==> src/pkg/pllcfg_defines.svh <==
// Constants of the PLL divider register bank: offsets, masks, resets, field positions
`ifndef PLLCFG_DEFINES_SVH
`define PLLCFG_DEFINES_SVH
// ----------------------------------------------------------------
// Register count and byte offsets on the register port
// ----------------------------------------------------------------
`define PLLCFG_NREG 10
`define PLLCFG_A_FB_PH 4'h0
`define PLLCFG_A_FB_LO 4'h1
`define PLLCFG_A_S_LO 4'h2
`define PLLCFG_A_S_MSB 4'h3
`define PLLCFG_A_REF_PH 4'h4
`define PLLCFG_A_REF_LO 4'h5
`define PLLCFG_A_SY_MSB 4'h8
`define PLLCFG_A_SY_LO 4'h9
`define PLLCFG_A_BYP 4'ha
`define PLLCFG_A_DBL 4'hc
// ----------------------------------------------------------------
// Storage index of each register
// ----------------------------------------------------------------
`define PLLCFG_I_FB_PH 0
`define PLLCFG_I_FB_LO 1
`define PLLCFG_I_S_LO 2
`define PLLCFG_I_S_MSB 3
`define PLLCFG_I_REF_PH 4
`define PLLCFG_I_REF_LO 5
`define PLLCFG_I_SY_MSB 6
`define PLLCFG_I_SY_LO 7
`define PLLCFG_I_BYP 8
`define PLLCFG_I_DBL 9
// ----------------------------------------------------------------
// Writable-bit masks (reserved bits are zero) and reset values
// ----------------------------------------------------------------
`define PLLCFG_MASKS '{8'hff, 8'hff, 8'hff, 8'h81, 8'hef, 8'hff, 8'h01, 8'hff, 8'h01, 8'hbf}
`define PLLCFG_RESETS '{8'h0c, 8'h00, 8'h60, 8'h00, 8'h0c, 8'h00, 8'h00, 8'h18, 8'h00, 8'h00}
// ----------------------------------------------------------------
// Field positions and divider limits
// ----------------------------------------------------------------
`define PLLCFG_PH_HI 7
`define PLLCFG_PH_LO 5
`define PLLCFG_PD_BIT 4
`define PLLCFG_UP_HI 3
`define PLLCFG_MSB_BIT 7
`define PLLCFG_LSB_BIT 0
`define PLLCFG_PF_HI 5
`define PLLCFG_RSV_HI 6
`define PLLCFG_RSV_LO 1
`define PLLCFG_FIRST_W 12
`define PLLCFG_SECOND_W 9
`define PLLCFG_FIRST_MIN 12'h001
`define PLLCFG_SECOND_MIN 9'h004
`define PLLCFG_WIN_W 4
`endif

==> src/pkg/pllcfg_pkg.sv <==
// Types shared by the PLL divider register bank
`default_nettype none
package pllcfg_pkg;
    // Register port request, one cycle per access
    typedef struct packed {
        logic wr;
        logic rd;
        logic [3:0] addr;
        logic [7:0] wdata;
    } pllcfg_req_t;

    // All configuration fields as seen by the PLL
    typedef struct packed {
        logic [2:0] fb_div_phase_sel;
        logic second_fb_div_powerdown;
        logic [11:0] first_fb_div_value;
        logic [8:0] second_fb_div_value;
        logic fb_cascade_sel;
        logic [2:0] ref_div_phase_sel;
        logic [11:0] ref_div_value;
        logic [8:0] synth_fb_div_value;
        logic first_pll_bypass;
        logic freq_doubler_sel;
        logic [5:0] synth_prediv_value;
    } pllcfg_cfg_t;

    // Lock-detect sampling sequencer
    typedef enum logic [1:0] {
        LW_IDLE = 2'b00,
        LW_DELAY = 2'b01,
        LW_OPEN = 2'b10
    } pllcfg_lw_state_t;
endpackage
`default_nettype wire

==> src/hdl/pllcfg_div.sv <==
// Programmable pulse divider used for both feedback dividers
`include "pllcfg_defines.svh"
`default_nettype none
module pllcfg_div #(
    parameter int WIDTH = `PLLCFG_FIRST_W,
    parameter logic [WIDTH-1:0] MIN = `PLLCFG_FIRST_MIN
) (
    input wire logic clk,
    input wire logic rst_n,
    input wire logic en,
    input wire logic in_tick,
    input wire logic [WIDTH-1:0] ratio,
    output logic out_tick
);
    logic [WIDTH-1:0] cnt_r;
    logic [WIDTH-1:0] cnt_nxt;
    logic out_nxt;
    logic [WIDTH-1:0] eff;
    logic [WIDTH-1:0] term;

    // Ratios below the legal floor are clamped so the counter never wraps
    assign eff = (ratio < MIN) ? MIN : ratio;
    assign term = eff - WIDTH'(1);

    // Next count; >= lets a lowered ratio take effect at once
    always_comb begin
        cnt_nxt = cnt_r;
        out_nxt = 1'b0;
        if (!en) begin
            cnt_nxt = '0; // RULE7
        end else if (in_tick) begin
            if (cnt_r >= term) begin
                cnt_nxt = '0;
                out_nxt = 1'b1; // RULE4 RULE5
            end else begin
                cnt_nxt = cnt_r + WIDTH'(1);
            end
        end
    end

    always_ff @(posedge clk or negedge rst_n) begin
        if (!rst_n) begin
            cnt_r <= '0;
            out_tick <= 1'b0;
        end else begin
            cnt_r <= cnt_nxt;
            out_tick <= out_nxt;
        end
    end

    property p_div_term;
        @(posedge clk) disable iff (!rst_n)
        out_tick |-> $past(in_tick) && $past(en) && ($past(cnt_r) >= $past(term));
    endproperty
    a_div_term: assert property (p_div_term) else $error("divider pulse without terminal count"); // RULE4

    property p_div_step;
        @(posedge clk) disable iff (!rst_n)
        en && in_tick && (cnt_r < term) |=> !out_tick && (cnt_r == $past(cnt_r) + WIDTH'(1));
    endproperty
    a_div_step: assert property (p_div_step) else $error("divider count did not advance"); // RULE5

    property p_div_off;
        @(posedge clk) disable iff (!rst_n)
        !en ##1 !en |-> (cnt_r == '0) && !out_tick;
    endproperty
    a_div_off: assert property (p_div_off) else $error("disabled divider still running"); // RULE7
endmodule
`default_nettype wire

==> src/hdl/pllcfg_lockwin.sv <==
// Lock-detect sampling phase and window sequencer
`include "pllcfg_defines.svh"
`default_nettype none
module pllcfg_lockwin (
    input wire logic clk,
    input wire logic rst_n,
    input wire logic pd_edge,
    input wire logic fb_edge,
    input wire logic [2:0] fb_phase,
    input wire logic [2:0] ref_phase,
    output logic sample,
    output logic in_window
);
    import pllcfg_pkg::*;

    pllcfg_lw_state_t st_r;
    pllcfg_lw_state_t st_nxt;
    logic [`PLLCFG_WIN_W-1:0] cnt_r;
    logic [`PLLCFG_WIN_W-1:0] cnt_nxt;
    logic hit_r;
    logic hit_nxt;
    logic smp_nxt;
    logic win_nxt;

    // Delay after the detector edge, then an open window; edges during a run are ignored
    always_comb begin
        st_nxt = st_r;
        cnt_nxt = cnt_r;
        hit_nxt = hit_r;
        smp_nxt = 1'b0;
        win_nxt = in_window;
        unique case (st_r)
            LW_IDLE: begin
                if (pd_edge) begin
                    st_nxt = LW_DELAY;
                    cnt_nxt = {1'b0, fb_phase}; // RULE3
                end
            end
            LW_DELAY: begin
                if (cnt_r == '0) begin
                    smp_nxt = 1'b1; // RULE3
                    st_nxt = LW_OPEN;
                    cnt_nxt = {1'b0, fb_phase} + {1'b0, ref_phase}; // RULE2
                    hit_nxt = fb_edge;
                end else begin
                    cnt_nxt = cnt_r - `PLLCFG_WIN_W'(1);
                end
            end
            LW_OPEN: begin
                if (fb_edge) begin
                    hit_nxt = 1'b1;
                end
                if (cnt_r == '0) begin
                    win_nxt = hit_r | fb_edge; // RULE2
                    st_nxt = LW_IDLE;
                end else begin
                    cnt_nxt = cnt_r - `PLLCFG_WIN_W'(1);
                end
            end
            default: begin
                st_nxt = LW_IDLE;
            end
        endcase
    end

    always_ff @(posedge clk or negedge rst_n) begin
        if (!rst_n) begin
            st_r <= LW_IDLE;
            cnt_r <= '0;
            hit_r <= 1'b0;
            sample <= 1'b0;
            in_window <= 1'b0;
        end else begin
            st_r <= st_nxt;
            cnt_r <= cnt_nxt;
            hit_r <= hit_nxt;
            sample <= smp_nxt;
            in_window <= win_nxt;
        end
    end

    property p_lw_start;
        @(posedge clk) disable iff (!rst_n)
        (st_r == LW_IDLE) && pd_edge |=> (st_r == LW_DELAY) && (cnt_r == {1'b0, $past(fb_phase)});
    endproperty
    a_lw_start: assert property (p_lw_start) else $error("sampling delay not loaded from phase select"); // RULE3

    property p_lw_sample;
        @(posedge clk) disable iff (!rst_n)
        sample |-> ($past(st_r) == LW_DELAY) && ($past(cnt_r) == '0);
    endproperty
    a_lw_sample: assert property (p_lw_sample) else $error("sample strobe at wrong time"); // RULE3

    property p_lw_window;
        @(posedge clk) disable iff (!rst_n)
        (st_r == LW_DELAY) && (cnt_r == '0)
            |=> (st_r == LW_OPEN) && (cnt_r == {1'b0, $past(fb_phase)} + {1'b0, $past(ref_phase)});
    endproperty
    a_lw_window: assert property (p_lw_window) else $error("window length not set by both phase selects"); // RULE2
endmodule
`default_nettype wire

==> src/hdl/pllcfg_regs.sv <==
// PLL feedback-divider configuration registers with divider and lock-window logic
//
// Contract
// RULE1 - Software sets feedback phase select to suit the first feedback divider value.
// RULE2 - Lock-detect window comes from both feedback and reference phase selects, reset zero.
// RULE3 - Sampling phase from feedback phase select is timed from the detector edge.
// RULE4 - First feedback divider takes twelve bits, divides 1 to 4095, resets to 3072.
// RULE5 - Second feedback divider takes nine bits, divides 4 to 511, resets to 96.
// RULE6 - Fields sit at offsets 0 to 3 in the documented bit positions.
// RULE7 - Second divider power-down bit 0 runs it, 1 stops and disables it.
// RULE8 - Cascade bit 0 feeds back first divider only, 1 uses both in series.
// RULE9 - Reserved bits ignore writes and read back as zero.
`include "pllcfg_defines.svh"
`default_nettype none
module pllcfg_regs (
    input wire logic CLK,
    input wire logic RESET_N,
    input wire pllcfg_pkg::pllcfg_req_t CFG_REQ,
    input wire logic FB_IN_TICK,
    input wire logic PD_EDGE,
    output logic [7:0] CFG_RDATA,
    output logic CFG_RVALID,
    output pllcfg_pkg::pllcfg_cfg_t PLL_CFG,
    output logic FB_DIV_OUT,
    output logic LOCK_SAMPLE,
    output logic LOCK_IN_WINDOW
);
    import pllcfg_pkg::*;

    // ------------------------------------------------------------
    // Register table
    // ------------------------------------------------------------
    localparam logic [3:0] ADDR [`PLLCFG_NREG] = '{
        `PLLCFG_A_FB_PH, `PLLCFG_A_FB_LO, `PLLCFG_A_S_LO,
        `PLLCFG_A_S_MSB, `PLLCFG_A_REF_PH, `PLLCFG_A_REF_LO,
        `PLLCFG_A_SY_MSB, `PLLCFG_A_SY_LO, `PLLCFG_A_BYP,
        `PLLCFG_A_DBL};
    localparam logic [7:0] MASK [`PLLCFG_NREG] = `PLLCFG_MASKS;
    localparam logic [7:0] RSTV [`PLLCFG_NREG] = `PLLCFG_RESETS;

    logic [7:0] regs [`PLLCFG_NREG];
    logic [7:0] rdata_nxt;
    logic rvalid_nxt;
    logic fb_nxt;
    logic first_tick;
    logic second_tick;

    // ------------------------------------------------------------
    // Storage, one slot per register
    // ------------------------------------------------------------
    genvar g;
    for (g = 0; g < `PLLCFG_NREG; g++) begin : g_reg
        logic [7:0] val_r;
        logic [7:0] val_nxt;

        // Masking at write time keeps reserved bits zero in storage
        always_comb begin
            val_nxt = val_r;
            if (CFG_REQ.wr && (CFG_REQ.addr == ADDR[g])) begin
                val_nxt = CFG_REQ.wdata & MASK[g]; // RULE6 RULE9
            end
        end

        always_ff @(posedge CLK or negedge RESET_N) begin
            if (!RESET_N) begin
                val_r <= RSTV[g]; // RULE4 RULE5 RULE2
            end else begin
                val_r <= val_nxt;
            end
        end

        assign regs[g] = val_r;
    end

    // ------------------------------------------------------------
    // Read port
    // ------------------------------------------------------------
    // Registered read data; an unmapped offset answers zero
    always_comb begin
        rvalid_nxt = CFG_REQ.rd;
        rdata_nxt = CFG_RDATA;
        if (CFG_REQ.rd) begin
            rdata_nxt = 8'h00;
            for (int i = 0; i < `PLLCFG_NREG; i++) begin
                if (CFG_REQ.addr == ADDR[i]) begin
                    rdata_nxt = regs[i]; // RULE9
                end
            end
        end
    end

    always_ff @(posedge CLK or negedge RESET_N) begin
        if (!RESET_N) begin
            CFG_RDATA <= 8'h00;
            CFG_RVALID <= 1'b0;
        end else begin
            CFG_RDATA <= rdata_nxt;
            CFG_RVALID <= rvalid_nxt;
        end
    end

    // ------------------------------------------------------------
    // Field decode
    // ------------------------------------------------------------
    // Pure wiring from storage, so every field is a flip-flop output
    always_comb begin
        PLL_CFG.fb_div_phase_sel = regs[`PLLCFG_I_FB_PH][`PLLCFG_PH_HI:`PLLCFG_PH_LO]; // RULE6
        PLL_CFG.second_fb_div_powerdown = regs[`PLLCFG_I_FB_PH][`PLLCFG_PD_BIT];
        PLL_CFG.first_fb_div_value = {regs[`PLLCFG_I_FB_PH][`PLLCFG_UP_HI:0],
            regs[`PLLCFG_I_FB_LO]}; // RULE4
        PLL_CFG.second_fb_div_value = {regs[`PLLCFG_I_S_MSB][`PLLCFG_MSB_BIT],
            regs[`PLLCFG_I_S_LO]}; // RULE5
        PLL_CFG.fb_cascade_sel = regs[`PLLCFG_I_S_MSB][`PLLCFG_LSB_BIT];
        PLL_CFG.ref_div_phase_sel = regs[`PLLCFG_I_REF_PH][`PLLCFG_PH_HI:`PLLCFG_PH_LO]; // RULE2
        PLL_CFG.ref_div_value = {regs[`PLLCFG_I_REF_PH][`PLLCFG_UP_HI:0],
            regs[`PLLCFG_I_REF_LO]};
        PLL_CFG.synth_fb_div_value = {regs[`PLLCFG_I_SY_MSB][`PLLCFG_LSB_BIT],
            regs[`PLLCFG_I_SY_LO]};
        PLL_CFG.first_pll_bypass = regs[`PLLCFG_I_BYP][`PLLCFG_LSB_BIT];
        PLL_CFG.freq_doubler_sel = regs[`PLLCFG_I_DBL][`PLLCFG_MSB_BIT];
        PLL_CFG.synth_prediv_value = regs[`PLLCFG_I_DBL][`PLLCFG_PF_HI:0];
    end

    // ------------------------------------------------------------
    // Feedback dividers
    // ------------------------------------------------------------
    // First divider always runs; it sets the basic feedback ratio
    pllcfg_div #(
        .WIDTH(`PLLCFG_FIRST_W),
        .MIN(`PLLCFG_FIRST_MIN)
    ) u_first (
        .clk(CLK),
        .rst_n(RESET_N),
        .en(1'b1),
        .in_tick(FB_IN_TICK),
        .ratio(PLL_CFG.first_fb_div_value), // RULE4
        .out_tick(first_tick)
    );

    // Second divider chains on the first; power-down holds its count at zero to save power
    pllcfg_div #(
        .WIDTH(`PLLCFG_SECOND_W),
        .MIN(`PLLCFG_SECOND_MIN)
    ) u_second (
        .clk(CLK),
        .rst_n(RESET_N),
        .en(!PLL_CFG.second_fb_div_powerdown), // RULE7
        .in_tick(first_tick),
        .ratio(PLL_CFG.second_fb_div_value), // RULE5
        .out_tick(second_tick)
    );

    // Cascade choice; with the second divider powered down a cascaded path goes silent
    always_comb begin
        fb_nxt = PLL_CFG.fb_cascade_sel ? second_tick : first_tick; // RULE8
    end

    always_ff @(posedge CLK or negedge RESET_N) begin
        if (!RESET_N) begin
            FB_DIV_OUT <= 1'b0;
        end else begin
            FB_DIV_OUT <= fb_nxt;
        end
    end

    // ------------------------------------------------------------
    // Lock-detect window
    // ------------------------------------------------------------
    // Software must pick the phase select to match the divider range
    pllcfg_lockwin u_lockwin (
        .clk(CLK),
        .rst_n(RESET_N),
        .pd_edge(PD_EDGE),
        .fb_edge(FB_DIV_OUT),
        .fb_phase(PLL_CFG.fb_div_phase_sel), // RULE1 RULE3
        .ref_phase(PLL_CFG.ref_div_phase_sel), // RULE2
        .sample(LOCK_SAMPLE),
        .in_window(LOCK_IN_WINDOW)
    );

    // ------------------------------------------------------------
    // Checks
    // ------------------------------------------------------------
    property p_reset_vals;
        @(posedge CLK) disable iff (!RESET_N)
        $rose(RESET_N) |-> (PLL_CFG.first_fb_div_value == {RSTV[`PLLCFG_I_FB_PH][`PLLCFG_UP_HI:0],
            RSTV[`PLLCFG_I_FB_LO]}) && (PLL_CFG.second_fb_div_value == {1'b0, RSTV[`PLLCFG_I_S_LO]})
            && (PLL_CFG.fb_div_phase_sel == 3'h0) && (PLL_CFG.ref_div_phase_sel == 3'h0);
    endproperty
    a_reset_vals: assert property (p_reset_vals) else $error("divider reset values wrong"); // RULE4

    property p_wr_fb_ph;
        @(posedge CLK) disable iff (!RESET_N)
        CFG_REQ.wr && (CFG_REQ.addr == `PLLCFG_A_FB_PH)
            |=> (PLL_CFG.fb_div_phase_sel == $past(CFG_REQ.wdata[7:5]))
            && (PLL_CFG.second_fb_div_powerdown == $past(CFG_REQ.wdata[4]))
            && (PLL_CFG.first_fb_div_value[11:8] == $past(CFG_REQ.wdata[3:0]));
    endproperty
    a_wr_fb_ph: assert property (p_wr_fb_ph) else $error("offset 0 fields misplaced"); // RULE6

    property p_wr_s_msb;
        @(posedge CLK) disable iff (!RESET_N)
        CFG_REQ.wr && (CFG_REQ.addr == `PLLCFG_A_S_MSB)
            |=> (PLL_CFG.second_fb_div_value[8] == $past(CFG_REQ.wdata[7]))
            && (PLL_CFG.fb_cascade_sel == $past(CFG_REQ.wdata[0]));
    endproperty
    a_wr_s_msb: assert property (p_wr_s_msb) else $error("offset 3 fields misplaced"); // RULE5

    property p_rsv_zero;
        @(posedge CLK) disable iff (!RESET_N)
        CFG_REQ.rd && !CFG_REQ.wr && (CFG_REQ.addr == `PLLCFG_A_S_MSB)
            |=> CFG_RVALID && (CFG_RDATA[`PLLCFG_RSV_HI:`PLLCFG_RSV_LO] == 6'h00);
    endproperty
    a_rsv_zero: assert property (p_rsv_zero) else $error("reserved bits read nonzero"); // RULE9

    property p_casc_off;
        @(posedge CLK) disable iff (!RESET_N)
        !PLL_CFG.fb_cascade_sel |-> (first_tick ##1 FB_DIV_OUT) or (!first_tick ##1 !FB_DIV_OUT);
    endproperty
    a_casc_off: assert property (p_casc_off) else $error("direct feedback path wrong"); // RULE8

    property p_casc_on;
        @(posedge CLK) disable iff (!RESET_N)
        PLL_CFG.fb_cascade_sel && !second_tick |=> !FB_DIV_OUT;
    endproperty
    a_casc_on: assert property (p_casc_on) else $error("cascaded path pulsed without second divider"); // RULE8

    property p_pd_quiet;
        @(posedge CLK) disable iff (!RESET_N)
        PLL_CFG.second_fb_div_powerdown [*2] |-> !second_tick;
    endproperty
    a_pd_quiet: assert property (p_pd_quiet) else $error("powered-down divider pulsed"); // RULE7

    property p_win_len;
        @(posedge CLK) disable iff (!RESET_N)
        LOCK_SAMPLE && (PLL_CFG.fb_div_phase_sel == 3'h0) && (PLL_CFG.ref_div_phase_sel == 3'h0)
            && $stable(PLL_CFG.fb_div_phase_sel) ##1 !PD_EDGE |-> ##1 !LOCK_SAMPLE;
    endproperty
    a_win_len: assert property (p_win_len) else $error("second sample inside shortest window"); // RULE2
endmodule
`default_nettype wire

==> config.mk <==
export PLATFORM = sky130hd
export DESIGN_NAME = pllcfg_regs
export DESIGN_NICKNAME = d
export VERILOG_FILES = /design/src/pkg/pllcfg_pkg.sv /design/src/hdl/pllcfg_div.sv /design/src/hdl/pllcfg_lockwin.sv /design/src/hdl/pllcfg_regs.sv
export VERILOG_INCLUDE_DIRS = /design/src /design/src/pkg
export SDC_FILE = /design/constraint.sdc
export NUM_CORES = 1
export LEC_CHECK = 0
export ABC_CLOCK_PERIOD_IN_PS = 3580
export BUFFER_PORTS_ARGS = -buffer_cell sky130_fd_sc_hd__buf_2
export CAP_MARGIN = 20
export CORE_MARGIN = 2
export CORE_UTILIZATION = 40
export DETAILED_ROUTE_END_ITERATION = 16
export PLACE_DENSITY = 0.58
export SYNTH_ARGS = -nofsm -noshare
export SYNTH_HDL_FRONTEND = slang
export SYNTH_SLANG_ARGS = --single-unit
==> constraint.sdc <==
create_clock -name CLK -period 3.58 [get_ports CLK]
set_input_delay 0.179 -clock CLK [delete_from_list [all_inputs] [get_ports CLK]]
set_output_delay 0.179 -clock CLK [all_outputs]
set_load 0.02 [all_outputs]
==> results.py, run 1 <==
metrics = {
    "detailed_routing": {
        "wl_met2_um": 7340,
        "top_layer_used": "met4",
        "drt_iter0_markers": 371,
        "drtPass1Iterations": 7,
        "route.detailed.drc": 0,
        "wl_per_cell_um": 18.3,
        "vias_per_cell": 5.57,
        "wl_met3_um": 765,
        "finalWirelength_um": 15400,
        "met1Wirelength_um": 7140,
        "ant_nets": 0,
        "via_count": 4678,
    },
    "status": {
        "outcome": "complete, no violations",
    },
    "layout": {
        "finalInstanceArea_um2": 6900,
        "layout.cells.non_filler": 840,
        "diodes": 0,
        "regArea_um2": 2510,
        "multi_input_area_um2": 3190,
        "drive_gt1_frac": 0.332,
        "fillers": 1349,
        "utilization": 0.493,
        "areaGrowthSynthToFinish_pct": 19.9,
        "nets": 707,
    },
    "power": {
        "p_per_area_nw_per_um2": 633,
        "p_leak_nw": 3.13,
        "ir_worst_vdd_mv": 0.420,
    },
    "global_route": {
        "grt_pass1_vias": 4503,
        "grt_pass1_wl_um": 23900,
        "grt_overflow": 0,
        "grt_usage": 0.205,
        "antenna_found_initial": 0,
        "grt_max_degree": 86,
    },
    "worst_setup_path": {
        "worstPathRequired_ns": 3.82,
        "critPathKind": "reg -> reg",
        "worstPathArrival_ns": 3.72,
        "r2r_slack_ns": 0.10,
        "end_kind": "register",
        "worst-path-max-fanout": 6,
        "start_kind": "register",
    },
    "synth": {
        "yosysMostFrequentCell": "dfrtp_1",
        "ys_seq_area_frac": 0.437,
        "synth_top_cell_by_area": "dfrtp_1",
        "synth_edf_count": 0,
        "synth_commonest_cells": "dfrtp_1 (92), mux2_2 (61), nand2_1 (50)",
        "ys_ff_latch": 100,
        "syn_nets": 611,
        "synth_top_area_share": 0.400,
        "postSynthAreaPerCell_um2": 10.3,
        "syn_inst": 559,
        "synthesis.area_um2": 5750,
        "ys.flop_type": "dfrtp_1",
        "synth_async_sr_flop_share": 1.00,
        "yosys_warnings": 0,
        "synthTopCellsByArea": "dfrtp_1 (40%), mux2_2 (12%), ha_1 (7.2%), dfstp_2 (3.7%), nand2_1 (3.3%)",
        "yosys.cell_types.count": 59,
    },
    "floorplan": {
        "die_area_um2": 15400,
        "start_util": 0.411,
        "core_region_area_um2": 14000,
        "die_x_um": 124,
        "io_pins": 88,
        "row_count": 43,
        "die_h_um": 124,
    },
    "clocking": {
        "htreeDepth": 3,
        "clock_path_buffers": 2,
        "insertion_delay_ns": 0.35,
        "cts_root_buf": "clkbuf_16",
        "numCtsBuffers": 9,
        "cts_tree": "yes",
        "clock-sinks": 100,
        "path_clk_slew_ns": 0.08,
    },
    "sta": {
        "setup_tns_ns": 0,
        "max_freq_mhz": 288,
        "min_period_ns": 3.48,
        "fin_skew_ns": 0.00540,
        "slew_violations": 0,
        "worst_pin_slew_ns": 0.800,
        "period_share": 0.971,
        "setup_violations": 0,
        "hold_viol_final": 0,
        "slew-limit-headroom": 0.465,
    },
    "flow_run": {
        "maxCapViolations": 0,
    },
    "place": {
        "dpl.cell_count": 820,
        "dpl_cell_area_um2": 6440,
        "gp_congestion": 0.830,
        "place.port_buffers": 87,
        "hpwl_um": 10900,
    },
    "hold_path": {
        "min_path_type": "in -> reg",
    },
}
[layout by cell type, fill, tap and decap left out, types with 11 or more instances in the layout]
cell type	Yosys	final
mux2_2	61	61
buf_4	0	19
nor2_1	36	36
nor3_1	12	11
ha_1	33	32
nand3_1	19	19
dfrtp_1	92	92
inv_1	16	16
o21ai_0	29	26
a21oi_1	32	31
buf_2	8	86
xor2_1	13	13
mux2i_1	12	12
nand2_1	50	50
[kinds of logic (layout without fill, tap and decap cells)]
family,count (synthesis),after routing,share of synthesized area
and+or+nand+nor,183,183,0.163
AOI/OAI and AO/OA,107,107,0.117
DFF,100,100,0.437
muxes,74,74,0.144
buffers and inverters,39,140,0.0298
adders and majority gates,34,34,0.0753
xor gates and xnor gates,22,22,0.0335
[through the flow]
step / power (mW) / hold slack, ns / setup slack (ns)
after floorplan: 2.78 / -0.117 / 0.0580
after global placement: 3.31 / 0.447 / 0.0954
after detailed placement: 3.36 / 0.453 / -0.0788
after CTS: 4.35 / 0.0792 / 0.0389
after global routing: 4.67 / 0.0839 / -0.0277
final: 4.37 / 0.0909 / 0.103
[state kept, by name, summed over array words and instances, names as in the netlist, 2 cells and up]
register	count
CFG_RDATA	8
u_first.cnt_r	12
u_lockwin.st_r	2
g.val_r	58
u_lockwin.cnt_r	4
u_second.cnt_r	9
[worst max-delay path, stage by stage (launching register included)]
cell	delay, ns
dfrtp_1	0.39
or3_4	0.38
or4_4	0.47
o21ai_4	0.17
ha_4	0.16
nand2b_1	0.09
or3_4	0.34
o21a_1	0.17
ha_1	0.28
o21ai_0	0.08
o21ai_1	0.09
a21oi_2	0.26
nor3b_4	0.07
buf_6	0.15
nor4_1	0.26
[per-layer routing]
layer	vias up	global-route usage
li1	2228	-
met1	2316	0.288
met2	120	0.325
met3	14	0.0458
met4	0	0.0506
met5	-	0
[power breakdown]
| part | leakage, nW | internal (mW) | switching (mW) | total (mW) |
|---|---|---|---|---|
| sequential | 1.25 | 1.38 | 0.283 | 1.66 |
| clock | 0.143 | 0.490 | 0.478 | 0.967 |
| combinational | 1.73 | 0.747 | 0.992 | 1.74 |
[final cells by class]
class	count	area share
Inverter	16	0.00871
Timing Repair Buffer	108	0.0902
Tap cell	180	0.0327
Clock buffer	9	0.0327
Sequential cell	100	0.364
Clock inverter	7	0.00925
Multi-Input combinational cell	420	0.462
[worst paths after layout]
| kind | startpoint | endpoint | depth (start not counted) |
|---|---|---|---|
| worst max-delay path | g_reg[2].val_r[3] | u_second.cnt_r[7] | 14 |
| worst min register to register | u_lockwin.cnt_r[1] | u_lockwin.cnt_r[1] | 2 |
| max in group asynchronous | RESET_N | u_second.cnt_r[1] | 4 |
| worst max register to register | g_reg[2].val_r[3] | u_second.cnt_r[7] | 14 |
| min in group asynchronous | RESET_N | u_second.cnt_r[4] | 2 |
| worst min-delay path | PD_EDGE | u_lockwin.st_r[0] | 3 |
[timing repair]
action	CTS	global route
hold buffers	0	1
hold endpoints to repair	0	13
setup buffers	0	2
gates resized for setup	2	21
pin swaps	0	1
setup endpoints to repair	6	23
Power figures use the tool's default switching activity.
==> run 2, diff against run 1 <==
- CELL_PAD_IN_SITES_DETAIL_PLACEMENT: default -> 1
- CELL_PAD_IN_SITES_GLOBAL_PLACEMENT: default -> 1
- PLACE_DENSITY: 0.58 -> 0.72
==> run 2 against run 1 <==
Sequential cell count unchanged. Register-to-register slack worse by 0.09 ns. Sequential power about the same. Non-clock buffer count up 2. Power up 2.0%. Design area up 1.3%. Worst hold slack worse by 0.0065 ns. Critical path depth unchanged. First-iteration DRC count down 43%. Core utilization up 0.63 points.
==> results.py, run 2 (same netlist as run 1, synthesis figures left out) <==
metrics = {
    "status": {
        "outcome": "complete, no violations",
    },
    "worst_setup_path": {
        "start_kind": "register",
        "crit_path_top_delay_cell": "or4_4",
        "crit_family": "simple AND/OR/NAND/NOR gates",
        "path_buf_inv": 1,
        "worstPathArrival_ns": 3.78,
        "path_cells": "or3_4 -> or4_4 -> o21ai_4 -> ha_4 -> nand2b_4 -> or3_4 -> o21a_1 -> ha_4 -> nand4_1 -> nor2_2 -> a21oi_2 -> nor3b_4 -> buf_6 -> nor4_1",
        "worst-path-max-fanout": 6,
        "r2r-start": "g_reg[2].val_r[3]",
        "critPathKind": "reg -> reg",
        "worstPathRequired_ns": 3.79,
        "end_kind": "register",
        "crit_path_max_incr_delay_ns": 0.58,
        "cp-startpoint": "g_reg[2].val_r[3]",
    },
    "detailed_routing": {
        "wl_per_cell_um": 20.0,
        "drt_iter0_markers": 212,
        "route.detailed.drc": 0,
        "finalWirelength_um": 16800,
        "drtPass1Iterations": 5,
        "via_count": 4769,
        "vias_per_cell": 5.66,
        "ant_nets": 0,
    },
    "place": {
        "place.port_buffers": 87,
        "gp_congestion": 0.851,
        "hpwl_um": 12000,
    },
    "global_route": {
        "grt_usage": 0.224,
        "grt_pass1_vias": 5011,
        "met2_usage": 0.389,
        "met1_usage": 0.291,
        "grtUsageMet3": 0.0449,
        "grt_pass1_wl_um": 26500,
        "grt_max_degree": 46,
        "grt_overflow": 0,
        "antenna_found_initial": 0,
        "grt.busiest_layer": "met2",
    },
    "power": {
        "swShare": 0.408,
        "p_seq_frac": 0.378,
        "ir_worst_vdd_mv": 0.291,
        "power_frac_comb": 0.408,
        "p_per_area_nw_per_um2": 638,
        "power.switching_mw": 1.82,
        "clkPwrFrac": 0.214,
        "internal-power_mw": 2.64,
        "p_leak_nw": 3.16,
    },
    "hold_path": {
        "worstHoldStart": "PD_EDGE",
        "min_path_type": "in -> reg",
    },
    "sta": {
        "hold_viol_final": 0,
        "worst_pin_slew_ns": 0.899,
        "setup_tns_ns": 0,
        "period_share": 0.997,
        "slew-limit-headroom": 0.399,
        "min_period_ns": 3.57,
        "rsz0062_at_grt": "yes",
        "slew_violations": 0,
        "fin_skew_ns": 0.00841,
        "setup_violations": 0,
        "max_freq_mhz": 280,
    },
    "clocking": {
        "insertion_delay_ns": 0.36,
        "numCtsBuffers": 9,
        "cts_tree": "yes",
        "clock-sinks": 100,
        "clock_path_buffers": 2,
        "cts_root_buf": "clkbuf_16",
        "path_clk_slew_ns": 0.08,
        "htreeDepth": 3,
    },
    "layout": {
        "final_cell_mix": "dfrtp_1 (92), buf_2 (86), mux2_2 (61)",
        "areaGrowthSynthToFinish_pct": 21.4,
        "utilization": 0.499,
        "largest_register_ffs": 58,
        "largest-register": "g.val_r",
        "fillers": 1598,
        "nets": 709,
        "final_common_cell": "dfrtp_1",
        "drive_gt1_frac": 0.349,
        "largestRegisters": "g.val_r x58, u_first.cnt_r x12, u_second.cnt_r x9",
        "diodes": 0,
    },
    "floorplan": {
        "die_h_um": 124,
        "start_util": 0.411,
        "die_area_um2": 15400,
        "row_count": 43,
        "die_x_um": 124,
        "core_region_area_um2": 14000,
        "io_pins": 88,
    },
    "flow_run": {
        "maxCapViolations": 0,
    },
}
## run 2: cell type report
type	instances	area (µm²)	share of cell area
clock buffers	9	225	0.0322
repair buffers	110	624	0.0894
clock inverters	7	58.8	0.00842
inverters	16	60.1	0.00860
well taps	180	225	0.0322
multi-input cells	420	3280	0.470
flip-flops and latches	100	2510	0.360
## run 2: worst paths after layout
kind,endpoint,depth (start not counted),slack [ns]
worst min-delay path,u_lockwin.st_r[0],3,0.08
worst max-delay path,u_second.cnt_r[7],14,0.009
worst max register to register,u_second.cnt_r[7],14,0.009
max in group asynchronous,g_reg[7].val_r[4],3,2.29
min in group asynchronous,u_lockwin.in_window,2,0.37
worst min register to register,FB_DIV_OUT,1,0.52
## run 2: per-layer routing
layer	part of all wire	vias up
met1	0.43	2427
met2	0.51	103
met5	0	-
met4	0.0086	0
li1	-	2228
met3	0.051	11
## run 2: worst register-to-register path, cell delays in order, from the launching register on
cell,delay [ns]
dfrtp_1,0.38
or3_4,0.39
or4_4,0.58
o21ai_4,0.21
ha_4,0.17
nand2b_4,0.06
or3_4,0.36
o21a_1,0.23
ha_4,0.28
nand4_1,0.10
nor2_2,0.12
a21oi_2,0.09
nor3b_4,0.20
buf_6,0.18
nor4_1,0.07
## run 2: repair_timing
item	CTS	global route
endpoints found under the setup margin	9	23
buffers inserted	1	6
hold buffers	1	0
pin swaps	1	20
gates resized for setup	6	36
hold endpoints to repair	41	0
## run 2: metrics by stage
step | hold slack (ns) | instances | setup WS [ns] | area [µm²] | power (mW)
3_3_place_gp | 0.229 | 818 | 0.0823 | 6420 | 3.30
6_report | 0.0844 | 842 | 0.00909 | 6990 | 4.46
4_1_cts | 0.0782 | 836 | 0.0168 | 6750 | 4.39
2_1_floorplan | -0.117 | 559 | 0.0580 | 5760 | 2.78
3_5_place_dp | 0.221 | 818 | -0.225 | 6420 | 3.39
5_1_grt | 0.0912 | 842 | -0.101 | 6990 | 4.78
## run 2: power by group through the flow
stage | sequential [mW] | clock [mW] | combinational [mW]
2_1_floorplan | 1.82 | 0 | 0.957
3_3_place_gp | 1.67 | 0 | 1.63
3_5_place_dp | 1.68 | 0 | 1.71
4_1_cts | 1.67 | 0.984 | 1.74
5_1_grt | 1.72 | 1.03 | 2.02
6_report | 1.68 | 0.955 | 1.82
==> run 3, diff against run 2 <==
- HOLD_SLACK_MARGIN: default -> 0.15
==> run 3 against run 2 <==
Via count shrank 0.29%. Core utilization grew 0.21 points. Routed wire length grew 0.39%. Clock skew is essentially flat. Worst hold slack gained 0.080 ns. Clock power is essentially flat. Worst setup slack lost 0.0032 ns. Sequential share of layout area shrank 0.15 points. Die area is the same. Clock-buffer cell count is the same. Sequential power is essentially flat. Critical path depth is the same. Largest cell class unchanged.
==> results.py, run 3 (same netlist as run 1, synthesis figures left out) <==
metrics = {
    "power": {
        "p_seq_frac": 0.377,
        "ir_worst_vdd_mv": 0.291,
        "swShare": 0.408,
        "power_frac_comb": 0.408,
        "p_per_area_nw_per_um2": 636,
        "clkPwrFrac": 0.215,
        "power.switching_mw": 1.82,
        "internal-power_mw": 2.64,
        "p_leak_nw": 3.17,
    },
    "flow_run": {
        "maxCapViolations": 0,
    },
    "sta": {
        "setup_tns_ns": 0,
        "rsz0062_at_grt": "yes",
        "fin_skew_ns": 0.00825,
        "setup_ws_ns": 0.00593,
        "slew-limit-headroom": 0.400,
        "period_share": 0.998,
        "hold_viol_final": 0,
        "setup_violations": 0,
        "slew_violations": 0,
        "min_period_ns": 3.57,
        "worst_pin_slew_ns": 0.898,
        "max_freq_mhz": 280,
        "worst_hold_slack_ns": 0.164,
    },
    "clocking": {
        "clock_path_buffers": 2,
        "path_clk_slew_ns": 0.08,
        "insertion_delay_ns": 0.36,
        "numCtsBuffers": 9,
        "cts_tree": "yes",
        "htreeDepth": 3,
        "clock-sinks": 100,
        "cts_root_buf": "clkbuf_16",
    },
    "worst_setup_path": {
        "end_kind": "register",
        "worstPathArrival_ns": 3.78,
        "worst-path-max-fanout": 6,
        "start_kind": "register",
        "critPathKind": "reg -> reg",
        "worstPathRequired_ns": 3.79,
    },
    "detailed_routing": {
        "via_count": 4755,
        "route.detailed.drc": 0,
        "wl_per_cell_um": 20.0,
        "vias_per_cell": 5.63,
        "ant_nets": 0,
        "drt_iter0_markers": 188,
        "finalWirelength_um": 16900,
        "drtPass1Iterations": 4,
    },
    "global_route": {
        "grt_overflow": 0,
        "grt_pass1_vias": 5035,
        "grt_pass1_wl_um": 26500,
        "antenna_found_initial": 0,
        "grt_max_degree": 46,
        "grt_usage": 0.224,
    },
    "layout": {
        "areaGrowthSynthToFinish_pct": 22.0,
        "final_cell_mix": "dfrtp_1 (92), buf_2 (86), mux2_2 (61)",
        "largestRegisters": "g.val_r x58, u_first.cnt_r x12, u_second.cnt_r x9",
        "diodes": 0,
        "drive_gt1_frac": 0.347,
        "nets": 712,
        "final_common_cell": "dfrtp_1",
        "finalInstanceArea_um2": 7020,
        "utilization": 0.502,
        "largest-register": "g.val_r",
        "largest_register_ffs": 58,
    },
    "floorplan": {
        "die_area_um2": 15400,
        "row_count": 43,
        "core_region_area_um2": 14000,
        "start_util": 0.411,
        "die_x_um": 124,
        "io_pins": 88,
        "die_h_um": 124,
    },
    "place": {
        "place.port_buffers": 87,
        "hpwl_um": 12000,
        "dpl_cell_area_um2": 6420,
        "dp_worst_setup_slack_ns": -0.225,
        "gp_congestion": 0.851,
    },
    "hold_path": {
        "min_path_type": "in -> reg",
    },
    "status": {
        "outcome": "complete, no violations",
    },
}
run 3: cell types whose count changed in the layout (fill, tap and decap cells not counted), sizes merged:
| cell | before | now |
|---|---|---|
| dlygate4sd3 | 1 | 4 |
run 3: metal layers:
metal | vias to the layer above | track usage | part of all wire
met2 | 94 | 0.388 | 0.51
li1 | 2230 | - | -
met1 | 2421 | 0.292 | 0.43
met3 | 10 | 0.0453 | 0.053
met5 | - | 0 | 0
met4 | 0 | 0.0442 | 0.0070
run 3: worst max-delay path, cell delays in order (launching register included):
cell and delay (ns):
dfrtp_1 0.38, or3_4 0.39, or4_4 0.58, o21ai_4 0.21, ha_4 0.17, nand2b_4 0.06, or3_4 0.36, o21a_1 0.23
ha_4 0.28, nand4_1 0.10, nor2_2 0.12, a21oi_2 0.09, nor3b_4 0.20, buf_6 0.18, nor4_1 0.06
run 3: path summary, 6_finish.rpt:
path	start	end	slack, ns	cells past startpoint
max in group asynchronous	RESET_N	g_reg[7].val_r[4]	2.30	3
hold / removal	CFG_REQ[1]	g_reg[4].val_r[1]	0.16	2
hold reg to reg	u_second.out_tick	FB_DIV_OUT	0.52	1
setup / recovery	g_reg[2].val_r[3]	u_second.cnt_r[7]	0.006	14
min in group asynchronous	RESET_N	u_lockwin.in_window	0.36	2
setup reg to reg	g_reg[2].val_r[3]	u_second.cnt_r[7]	0.006	14
run 3: power by group through the flow:
stage	combinational [mW]	sequential [mW]	clock [mW]
3_3_place_gp	1.63	1.67	0
5_1_grt	2.03	1.72	1.03
6_report	1.82	1.68	0.958
2_1_floorplan	0.957	1.82	0
4_1_cts	1.74	1.67	0.984
3_5_place_dp	1.71	1.68	0
run 3: per-stage QoR:
stage               std cells  power, mW
floorplan                 559       2.78
global placement          818       3.30
detailed placement        818       3.39
CTS                       839       4.39
global route              845       4.78
finish                    845       4.46
run 3: layout make-up:
cell class / count / area (µm²)
inverter: 16 / 60.1
clock inverter: 7 / 58.8
fill: 1593 / 6970
multi-input combinational: 420 / 3280
tap: 180 / 225
clock buffer: 9 / 225
timing repair buffer: 113 / 654
sequential: 100 / 2510
run 3: repair_timing:
item | CTS | global route
setup endpoints to repair | 9 | 23
gates resized for setup | 6 | 36
hold buffers | 4 | 0
setup buffers | 1 | 6
pin swaps | 1 | 20
hold endpoints to repair | 47 | 0
